==> src/rtl/stfm_pkg.sv <==
// constants and helpers shared by the supply trip filter monitor
package stfm_pkg;

  localparam int ADDR_W = 16;
  localparam int DATA_W = 8;
  localparam int CNT_W = 6;

  // register map
  localparam logic [15:0] STATUS_ADDR = 16'hfe0f;
  localparam logic [15:0] OPTION_ADDR = 16'hfe10;
  localparam logic [15:0] EVT_STAT_ADDR = 16'hfe11;
  localparam logic [15:0] EVT_CLR_ADDR = 16'hfe12;
  localparam logic [15:0] EVT_EN_ADDR = 16'hfe13;

  // field positions
  localparam int FLAG_BIT = 7;
  localparam int OPT_PWR_DIS_BIT = 0;
  localparam int OPT_RST_DIS_BIT = 1;
  localparam int OPT_STOP_EN_BIT = 2;
  localparam int EVT_TRIP_BIT = 0;
  localparam int EVT_RELEASE_BIT = 1;
  localparam int EVT_FLAG_BIT = 2;
  localparam int EVT_W = 3;

  // reset values: powered, resets on, stop mode and event enables off, nothing pending
  localparam logic [2:0] OPTION_RESET = 3'h0;
  localparam logic [2:0] EVT_RESET = 3'h0;

  // filter lengths
  localparam logic [CNT_W-1:0] TRIP_CYCLES = 6'h09;
  localparam logic [CNT_W-1:0] FLAG_OSC_EDGES = 6'h24;
  localparam logic [CNT_W-1:0] FLAG_MIN_EDGES = 6'h20;
  localparam logic [CNT_W-1:0] FLAG_MAX_EDGES = 6'h28;

  typedef enum logic {
    MON_OK = 1'b0,
    MON_TRIP = 1'b1
  } stfm_state_type;

  // saturating increment, shared by the filters and their checks
  function automatic logic [CNT_W-1:0] stfm_sat_inc(input logic [CNT_W-1:0] v);
    stfm_sat_inc = (v == 6'h3f) ? v : v + 6'h01;
  endfunction : stfm_sat_inc

endpackage : stfm_pkg

==> src/rtl/stfm_top.sv <==
// supply trip filter monitor: comparator filtering, trip reset, status flag
//
// The strobed register port was chosen for this implementation.
`timescale 1ns/1ps
module stfm_top (
  input wire logic clk, // cpu clock, 100 MHz
  input wire logic rst_n, // power-on reset, synchronous, active low
  input wire logic dev_rst_pulse, // any other device reset, one cycle
  input wire logic cmp_below_fall, // comparator: supply below falling level
  input wire logic cmp_above_rise, // comparator: supply above rising level
  input wire logic oscillator_clock, // crystal oscillator output
  input wire logic stop_mode, // cpu is in stop mode
  input wire logic [stfm_pkg::ADDR_W-1:0] addr, // register address
  input wire logic [stfm_pkg::DATA_W-1:0] wr_data, // write data
  input wire logic wr_en, // write strobe
  input wire logic rd_en, // read strobe
  output logic [stfm_pkg::DATA_W-1:0] rd_data_q, // read data, next cycle
  output logic mon_reset_q, // reset request to system reset logic
  output logic rst_pin_out_q, // external reset pin drive value
  output logic rst_pin_oe_q, // external reset pin pulled low
  output logic low_supply_flag_q, // polled low supply status
  output logic irq_q // system event line
);
  import stfm_pkg::*;

  ////////////////////////////////////////////////////////////////////////////
  // input synchronisers
  logic below_m_q, below_s;
  logic above_m_q, above_s;
  logic osc_m_q, osc_s, osc_prev_q;
  logic osc_rise;

  // comparator and oscillator are asynchronous to clk
  always_ff @(posedge clk) begin
    if (!rst_n) begin
      below_m_q <= 1'b0;
      below_s <= 1'b0;
      above_m_q <= 1'b0;
      above_s <= 1'b0;
      osc_m_q <= 1'b0;
      osc_s <= 1'b0;
      osc_prev_q <= 1'b0;
    end else begin
      below_m_q <= cmp_below_fall;
      below_s <= below_m_q;
      above_m_q <= cmp_above_rise;
      above_s <= above_m_q;
      osc_m_q <= oscillator_clock;
      osc_s <= osc_m_q;
      osc_prev_q <= osc_s;
    end
  end

  // oscillator edges gate the flag timer; clk must run faster than twice it
  assign osc_rise = osc_s & ~osc_prev_q;

  ////////////////////////////////////////////////////////////////////////////
  // option register
  logic opt_pwr_dis_q, opt_rst_dis_q, opt_stop_en_q;
  logic opt_pwr_dis_d, opt_rst_dis_d, opt_stop_en_d;
  logic opt_wr;

  assign opt_wr = wr_en && (addr == OPTION_ADDR);

  always_comb begin
    opt_pwr_dis_d = opt_pwr_dis_q;
    opt_rst_dis_d = opt_rst_dis_q;
    opt_stop_en_d = opt_stop_en_q;
    if (opt_wr) begin
      opt_pwr_dis_d = wr_data[OPT_PWR_DIS_BIT];
      opt_rst_dis_d = wr_data[OPT_RST_DIS_BIT];
      opt_stop_en_d = wr_data[OPT_STOP_EN_BIT];
    end
  end

  // reset value zero: powered with resets on, no software needed
  always_ff @(posedge clk) begin
    if (!rst_n) begin
      opt_pwr_dis_q <= OPTION_RESET[OPT_PWR_DIS_BIT];
      opt_rst_dis_q <= OPTION_RESET[OPT_RST_DIS_BIT];
      opt_stop_en_q <= OPTION_RESET[OPT_STOP_EN_BIT];
    end else begin
      opt_pwr_dis_q <= opt_pwr_dis_d;
      opt_rst_dis_q <= opt_rst_dis_d;
      opt_stop_en_q <= opt_stop_en_d;
    end
  end

  ////////////////////////////////////////////////////////////////////////////
  // activity qualifiers
  logic active;
  logic rst_en;
  logic below_act;

  // wait mode does not appear here: the monitor keeps running in it
  assign active = !opt_pwr_dis_q && !(stop_mode && !opt_stop_en_q);
  assign rst_en = !opt_rst_dis_q;
  assign below_act = active && below_s;

  ////////////////////////////////////////////////////////////////////////////
  // filters: cpu cycles for the reset, oscillator edges for the flag
  logic trip_reached;
  logic flag_reached;

  stfm_run_counter #(
    .THRESH(TRIP_CYCLES)
  ) u_trip_filter (
    .clk(clk),
    .rst_n(rst_n),
    .clear(!below_act),
    .step(below_act),
    .reached_q(trip_reached)
  );

  stfm_run_counter #(
    .THRESH(FLAG_OSC_EDGES)
  ) u_flag_filter (
    .clk(clk),
    .rst_n(rst_n),
    .clear(!below_act),
    .step(below_act && osc_rise),
    .reached_q(flag_reached)
  );

  ////////////////////////////////////////////////////////////////////////////
  // trip state machine
  stfm_state_type state_q, state_d;
  logic stop_bypass;

  // cpu clocks stop in stop mode, so the filter cannot be trusted there
  assign stop_bypass = stop_mode && opt_stop_en_q && below_s;

  always_comb begin
    state_d = state_q;
    case (state_q)
      MON_OK: begin
        if (active && rst_en && (trip_reached || stop_bypass)) begin
          state_d = MON_TRIP;
        end
      end
      MON_TRIP: begin
        if (above_s) begin
          state_d = MON_OK;
        end
      end
      default: begin
        state_d = MON_OK;
      end
    endcase
  end

  // rst_n must be power-on only; a trip must not clear its own state
  always_ff @(posedge clk) begin
    if (!rst_n) begin
      state_q <= MON_OK;
      mon_reset_q <= 1'b0;
      rst_pin_out_q <= 1'b0;
      rst_pin_oe_q <= 1'b0;
    end else begin
      state_q <= state_d;
      mon_reset_q <= (state_d == MON_TRIP);
      rst_pin_out_q <= 1'b0; // open drain: only ever pulls low
      rst_pin_oe_q <= (state_d == MON_TRIP);
    end
  end

  ////////////////////////////////////////////////////////////////////////////
  // low supply flag
  logic flag_d;

  // reset and rising level both clear; between levels the flag holds
  always_comb begin
    flag_d = low_supply_flag_q;
    if (dev_rst_pulse) begin
      flag_d = 1'b0;
    end else if (above_s) begin
      flag_d = 1'b0;
    end else if (active && flag_reached) begin
      flag_d = 1'b1;
    end
  end

  always_ff @(posedge clk) begin
    if (!rst_n) begin
      low_supply_flag_q <= 1'b0;
    end else begin
      low_supply_flag_q <= flag_d;
    end
  end

  ////////////////////////////////////////////////////////////////////////////
  // system events: sticky status, write-one clear, enable
  logic [EVT_W-1:0] evt_stat_q, evt_stat_d;
  logic [EVT_W-1:0] evt_en_q, evt_en_d;
  logic [EVT_W-1:0] evt_raw;
  logic [EVT_W-1:0] evt_clr;
  logic irq_d;

  always_comb begin
    evt_raw = '0;
    evt_raw[EVT_TRIP_BIT] = (state_q == MON_OK) && (state_d == MON_TRIP);
    evt_raw[EVT_RELEASE_BIT] = (state_q == MON_TRIP) && (state_d == MON_OK);
    evt_raw[EVT_FLAG_BIT] = !low_supply_flag_q && flag_d;
    evt_clr = '0;
    if (wr_en && (addr == EVT_CLR_ADDR)) begin
      evt_clr = wr_data[EVT_W-1:0];
    end
    evt_en_d = evt_en_q;
    if (wr_en && (addr == EVT_EN_ADDR)) begin
      evt_en_d = wr_data[EVT_W-1:0];
    end
    // a new event wins over a clear in the same cycle
    evt_stat_d = (evt_stat_q & ~evt_clr) | evt_raw;
    // no cpu interrupt from the monitor; this line is system bookkeeping
    irq_d = |(evt_stat_d & evt_en_d);
  end

  always_ff @(posedge clk) begin
    if (!rst_n) begin
      evt_stat_q <= EVT_RESET;
      evt_en_q <= EVT_RESET;
      irq_q <= 1'b0;
    end else begin
      evt_stat_q <= evt_stat_d;
      evt_en_q <= evt_en_d;
      irq_q <= irq_d;
    end
  end

  ////////////////////////////////////////////////////////////////////////////
  // register read port
  logic [DATA_W-1:0] rd_data_d;

  // data stands for one cycle only; unmapped and write-only read zero
  always_comb begin
    rd_data_d = '0;
    if (rd_en) begin
      if (addr == STATUS_ADDR) begin
        rd_data_d[FLAG_BIT] = low_supply_flag_q;
      end else if (addr == OPTION_ADDR) begin
        rd_data_d[OPT_PWR_DIS_BIT] = opt_pwr_dis_q;
        rd_data_d[OPT_RST_DIS_BIT] = opt_rst_dis_q;
        rd_data_d[OPT_STOP_EN_BIT] = opt_stop_en_q;
      end else if (addr == EVT_STAT_ADDR) begin
        rd_data_d[EVT_W-1:0] = evt_stat_q;
      end else if (addr == EVT_EN_ADDR) begin
        rd_data_d[EVT_W-1:0] = evt_en_q;
      end
    end
  end

  // writes to the status address are ignored: flag is read-only
  always_ff @(posedge clk) begin
    if (!rst_n) begin
      rd_data_q <= '0;
    end else begin
      rd_data_q <= rd_data_d;
    end
  end

  ////////////////////////////////////////////////////////////////////////////
  // checking helpers: independent runs of below-trip samples
  logic [CNT_W-1:0] below_run_q;
  logic [CNT_W-1:0] osc_run_q;

  always_ff @(posedge clk) begin
    if (!rst_n) begin
      below_run_q <= '0;
      osc_run_q <= '0;
    end else begin
      below_run_q <= below_act ? stfm_sat_inc(below_run_q) : '0;
      if (!below_act) begin
        osc_run_q <= '0;
      end else if (osc_rise) begin
        osc_run_q <= stfm_sat_inc(osc_run_q);
      end
    end
  end
endmodule : stfm_top

==> src/rtl/stfm_run_counter.sv <==
// consecutive-event counter with threshold flag
`timescale 1ns/1ps
module stfm_run_counter #(
  parameter logic [stfm_pkg::CNT_W-1:0] THRESH = 6'h01 // count to reach
) (
  input wire logic clk, // system clock
  input wire logic rst_n, // synchronous reset, active low
  input wire logic clear, // restart the run from zero
  input wire logic step, // one more qualifying event
  output logic reached_q // run has reached the threshold
);
  import stfm_pkg::*;

  logic [CNT_W-1:0] count_q;
  logic [CNT_W-1:0] count_d;
  logic reached_d;

  // clear beats step so a broken run never carries over
  always_comb begin
    count_d = count_q;
    if (clear) begin
      count_d = '0;
    end else if (step) begin
      count_d = stfm_sat_inc(count_q);
    end
    reached_d = (count_d >= THRESH);
  end

  always_ff @(posedge clk) begin
    if (!rst_n) begin
      count_q <= '0;
      reached_q <= 1'b0;
    end else begin
      count_q <= count_d;
      reached_q <= reached_d;
    end
  end

endmodule : stfm_run_counter

==> config.mk <==
export PLATFORM = sky130hd
export DESIGN_NAME = stfm_top
export DESIGN_NICKNAME = d
export VERILOG_FILES = /design/src/rtl/stfm_pkg.sv /design/src/rtl/stfm_top.sv /design/src/rtl/stfm_run_counter.sv
export SDC_FILE = /design/constraint.sdc
export NUM_CORES = 1
export LEC_CHECK = 0
export BUFFER_PORTS_ARGS = -buffer_cell sky130_fd_sc_hd__buf_2
export CAP_MARGIN = 20
export CORE_MARGIN = 1.5
export CORE_UTILIZATION = 50
export DETAILED_ROUTE_END_ITERATION = 8
export GPL_ROUTABILITY_DRIVEN = 0
export PLACE_DENSITY = 0.8
export SYNTH_ARGS = -nofsm -noshare
export SYNTH_HDL_FRONTEND = slang
export SYNTH_SLANG_ARGS = --single-unit
==> constraint.sdc <==
create_clock -name clk -period 2.36 [get_ports clk]
set_clock_uncertainty 0.2 [all_clocks]
set_input_delay 0.354 -clock clk [delete_from_list [all_inputs] [get_ports clk]]
set_output_delay 0.354 -clock clk [all_outputs]
set_load 0.01 [all_outputs]
==> results of run 1 <==
## kinds of logic after synthesis
| logic type | after synthesis | synth area share |
|---|---|---|
| adder cells (fa/ha/maj) | 2 | 0.0149 |
| multiplexers | 10 | 0.0613 |
| flip-flops | 37 | 0.442 |
| buffers and inverters | 16 | 0.0493 |
| AO/OA/AOI/OAI | 27 | 0.105 |
| AND/OR/NAND/NOR | 81 | 0.298 |
| other | 1 | 0.00224 |
| XOR/XNOR | 5 | 0.0262 |
## worst max path at each step
stage / slack, ps / start / end
3_3_place_gp: 260 / addr[2] / irq_q
5_1_grt: 320 / opt_stop_en_q / u_flag_filter.reached_q
4_1_cts: 470 / dev_rst_pulse / irq_q
3_5_place_dp: 250 / addr[2] / irq_q
2_1_floorplan: 430 / addr[5] / rd_data_q[1]
6_report: 440 / dev_rst_pulse / irq_q
## metrics by stage
stage | utilization | power [mW] | area [sq um]
final | 0.642 | 1.17 | 2010
after global routing | 0.642 | 1.22 | 2010
after CTS | 0.638 | 1.18 | 2000
after detailed placement | 0.600 | 0.713 | 1880
after global placement | 0.600 | 0.712 | 1880
after floorplan | - | 0.685 | 1690
## layer usage
metal,global-route usage,wire [um]
met3,0.0469,215
met4,0.102,72
met2,0.356,1510
met5,0,0
met1,0.217,1450
## state kept, by name, summed over array words and instances, names as in the netlist, 3 cells and up
name                   cells
u_flag_filter.count_q      6
evt_en_q                   3
rd_data_q                  4
u_trip_filter.count_q      6
evt_stat_q                 3
## cell usage in the layout (no fill, tap or decap), types with 5 or more instances in the layout
| master | count |
|---|---|
| a21oi_1 | 6 |
| a31oi_1 | 6 |
| and2_1 | 10 |
| and3_1 | 5 |
| buf_2 | 35 |
| clkbuf_4 | 5 |
| conb_1 | 5 |
| dfxtp_1 | 37 |
| inv_1 | 6 |
| mux2i_1 | 8 |
| nand2_1 | 6 |
| nand2b_1 | 5 |
| nand3_1 | 7 |
| nor2_1 | 22 |
## worst reg2reg max path, delay by kind of cell (launching register included)
family           cells  cell delay, ps
multiplexers         1             170
flip-flops           1             360
AO/OA/AOI/OAI        1             230
AND/OR/NAND/NOR      3             800
## layout make-up
cell class | instances | area (sq um) | area share
well taps | 44 | 55.1 | 0.0274
clock inverters | 2 | 37.5 | 0.0187
repair buffers | 41 | 230 | 0.115
inverters | 7 | 26.3 | 0.0131
flip-flops and latches | 37 | 741 | 0.369
clock buffers | 6 | 51.3 | 0.0256
multi-input cells | 130 | 866 | 0.431
## power by group
| group | switching (mW) | internal [mW] |
|---|---|---|
| clock | 0.209 | 0.252 |
| sequential | 0.00333 | 0.630 |
| combinational | 0.0366 | 0.0338 |
| total | 0.249 | 0.916 |
==> flow_summary.toml, run 1 <==
[grt]
antenna_found_initial = 0
grt_max_degree = 17
grt_pass1_wl_mm = 5.32
overflow = 0
grt_pass1_vias = 1329
grtUsageTotal = 0.199

[setup_path]
critPathTopFamily = "compound AO/OA/AOI/OAI gates"
cp.arrival_ps = 2000
ff2ff_path_depth = 5
cp-start-kind = "input pin"
critical_path_class = "input pin to flip-flop"
cp_slowest_stage_delay_ps = 540
cp_num_buf_inv = 2
required_ps = 2430
crit_slowest_cell = "dlygate4sd3_1"
timing.rr.end = "u_flag_filter.reached_q"
endpoint_kind = "flip-flop"
crit-reg2reg-launch = "opt_stop_en_q"
path_max_fanout = 2
cp.depth = 7
reg2reg_slack_ps = 520
cp_cell_sequence = "dlygate4sd3_1 > buf_2 > nor3_1 > a41oi_1 > a311oi_1 > o21ai_0 > o221ai_1"

[clock_network]
clkLatencyLatePin_ps = 340
cts_root_buffer = "clkbuf_4"
cts_setup_buffers = 0
path_clk_slew_ps = 110
htree_levels = 2
cts_hold_buffers = 3
cts_buffer_depth = 2
cts_tree = "yes"
cts_resized = 0
cts.sinks = 37
cts_buffers = 5

[cells_and_area]
diodes = 0
fin_nets = 257
finalNonFillerCells = 267
area_growth_pct = 19.9
layout-drive-gt1-share = 0.251
fill_cells = 269

[yosys]
yosysTopAreaCell = "dfxtp_1"
synth_top_area_frac = 0.442
yosys_most_used_dff = "dfxtp_1"
async_flop_share = 0
synth_cells = 179
yosysSeqAreaShare = 0.442
ys_top_cells_by_area = "dfxtp_1 (44%), nor2_1 (4.9%), mux2i_1 (4.8%)"
synth_edf_count = 0
synth-seq-cells = 37
ys_top_cells_by_count = "dfxtp_1 (37), nor2_1 (22), and2_1 (10)"
syn_avg_cell_area_sq_um = 9.35
synth.most_common_cell = "dfxtp_1"
netlist_area_sq_mm = 0.00167
ys_warn_count = 0
ys_types = 45

[place]
portBuffers = 35
place.detailed.hpwl_mm = 2.39
dp.cells = 255
dp_slack_ps = 249

[die]
ioPinCount = 46
die_y_um = 60.9
rows = 20
die_x_um = 60.9
fp.dieArea_sq_mm = 0.00370
start_util = 0.535
fp.coreArea_sq_mm = 0.00313

[timing]
post-route-worst-setup-slack_ps = 438
hold_violations = 0
fin_crit_sh = 0.814
setup_violations = 0
timing.fmax_mhz = 520
slew_viol_final = 0
fin_setup_tns_ps = 0
grt_setup_unrepaired = "no"
fin_crit_ps = 1920
holdWs_ps = 68.5

[detailed_routing]
wirelength_mm = 3.25
drt_iter0_drc = 40
num_vias = 1403
via_per_inst = 5.25
dr.pass1.iters = 4
drc = 0
wl_per_cell_um = 12.2
ant_nets = 0

[power]
peakVddDrop_mv = 0.413
power_density_mw_per_mm2 = 581
static-leakage-power_nw = 0.843

[min_path]
hold_end = "rd_data_q[7]"
hold_start = "rd_en"
hold_path.class = "input pin to flip-flop"
hold_depth = 3

[flow_run]
max_cap_viol_count = 0

[status]
status = "finished, final reports clean"
Note: power is estimated with default switching activity, not from simulation.
==> run 2: changes to the inputs <==
- clock period: 2.36 -> 2 ns (I/O delays scaled with it)
==> run 2 against run 1 <==
Sequential share of layout area shrank 1.2 points. Critical path depth is the same. Final area grew 3.3%. Register-to-register slack lost 290 ps. Die area is the same. Worst hold slack lost 43 ps. Non-clock buffer count grew 5. Routed wire length grew 5.4%. Largest cell class unchanged.
==> flow_summary.toml, run 2 (synthesized netlist as in run 1, its figures left out) <==
[die]
fp.dieArea_sq_mm = 0.00370
die_x_um = 60.9
die_y_um = 60.9
ioPinCount = 46
rows = 20
fp.coreArea_sq_mm = 0.00313
start_util = 0.535

[clock_network]
cts.sinks = 37
cts_root_buffer = "clkbuf_4"
path_clk_slew_ps = 110
cts_setup_buffers = 0
clkLatencyLatePin_ps = 340
cts_buffers = 5
cts_tree = "yes"
cts_buffer_depth = 2
htree_levels = 2

[setup_path]
critical_path_class = "input pin to flip-flop"
crit-reg2reg-launch = "opt_stop_en_q"
cp_cell_sequence = "dlygate4sd3_1 > buf_2 > nor3_1 > a41oi_1 > a311oi_2 > o21ai_0 > o221ai_1"
path_max_fanout = 2
cp_slowest_stage_delay_ps = 530
cp.arrival_ps = 1880
endpoint_kind = "flip-flop"
reg2reg_slack_ps = 230
cp-endpoint = "irq_q"
ff2ff_path_depth = 5
timing.rr.end = "u_flag_filter.reached_q"
cp-start-kind = "input pin"
crit_slowest_cell = "dlygate4sd3_1"
crit_start = "dev_rst_pulse"
required_ps = 2070

[detailed_routing]
ant_nets = 0
wirelength_mm = 3.42
drt_iter0_drc = 44
num_vias = 1452
wl_per_cell_um = 12.6
dr.pass1.iters = 4
drc = 0
via_per_inst = 5.34

[power]
power_density_mw_per_mm2 = 710
peakVddDrop_mv = 0.454
static-leakage-power_nw = 0.882

[cells_and_area]
fin_nets = 262
most-common-layout-cells = "dfxtp_1 (37), buf_2 (35), nor2_1 (22)"
area_growth_pct = 23.8
final_util = 0.663
diodes = 0
layout-drive-gt1-share = 0.272
top_regs = "u_flag_filter.count_q (6), u_trip_filter.count_q (6), rd_data_q (4)"
final_common_cell = "dfxtp_1"

[timing]
post-route-worst-setup-slack_ps = 190
grt_setup_unrepaired = "no"
timing.fmax_mhz = 553
fin_crit_ps = 1810
hold_violations = 0
setup_violations = 0
slew_viol_final = 0
fin_crit_sh = 0.905

[grt]
grt_pass1_vias = 1327
grtUsageTotal = 0.201
overflow = 0
grt_pass1_wl_mm = 5.46
grt_max_degree = 17
antenna_found_initial = 0

[place]
portBuffers = 35
dp_slack_ps = -81.0
place.detailed.hpwl_mm = 2.59

[flow_run]
max_cap_viol_count = 0

[min_path]
hold_path.class = "input pin to flip-flop"

[status]
status = "finished, final reports clean"
==> run 2: changes by cell type in the layout (fill, tap and decap cells not counted), sizes merged <==
| cell | before | now |
|---|---|---|
| buf | 37 | 42 |
| bufinv | 1 | 2 |
| clkbuf | 6 | 5 |
| clkinv | 1 | 2 |
| clkinvlp | 1 | 0 |
==> run 2: through the flow <==
stage / TNS [ps] / area, sq um / power, mW / hold WS (ps) / std cells
6_report: 0 / 2070 / 1.47 / 25.5 / 272
5_1_grt: 0 / 2070 / 1.53 / 30.2 / 272
4_1_cts: 0 / 2060 / 1.48 / 16.6 / 272
3_5_place_dp: -163 / 1920 / 0.848 / 218 / 260
3_3_place_gp: -44.1 / 1920 / 0.846 / 214 / 260
2_1_floorplan: 0 / 1690 / 0.808 / 179 / 183
==> run 2: worst min-delay path by stage <==
stage                  startpoint                end  slack [ps]  cells past startpoint
floorplan           dev_rst_pulse  low_supply_flag_q         180                      1
CTS                         rd_en       rd_data_q[0]          20                      3
finish                      rd_en       rd_data_q[7]          30                      3
global route                rd_en       rd_data_q[7]          30                      3
global placement          osc_m_q              osc_s         210                      1
detailed placement      above_m_q            above_s         220                      1
==> run 2: critical path, delay by kind of cell <==
family          cells  cell delay (ps)
buf+inv             2              660
compound gates      4              740
simple gates        1              180
==> run 2: cell type report <==
cell class	instances	area (sq um)
fill	248	1050
multi-input combinational	130	881
sequential	37	741
timing repair buffer	46	268
clock inverter	3	65.1
tap	44	55.1
clock buffer	5	37.5
inverter	7	26.3
==> run 2: power by group <==
| group | internal [mW] | switching (mW) |
|---|---|---|
| clock network | 0.387 | 0.245 |
| logic | 0.0455 | 0.0461 |
| registers | 0.744 | 0.00357 |
==> run 2: metal layers <==
layer	part of all wire	vias up	global-route usage
met2	0.49	51	0.361
met5	0	-	0
met3	0.064	7	0.0640
met4	0.012	0	0.0776
met1	0.44	667	0.218
li1	-	727	-
==> run 2: repair_timing <==
item,4_1_cts,5_1_grt
gates resized for setup,0,2
hold buffers,4,0
hold endpoints to repair,4,0
setup endpoints to repair,0,2
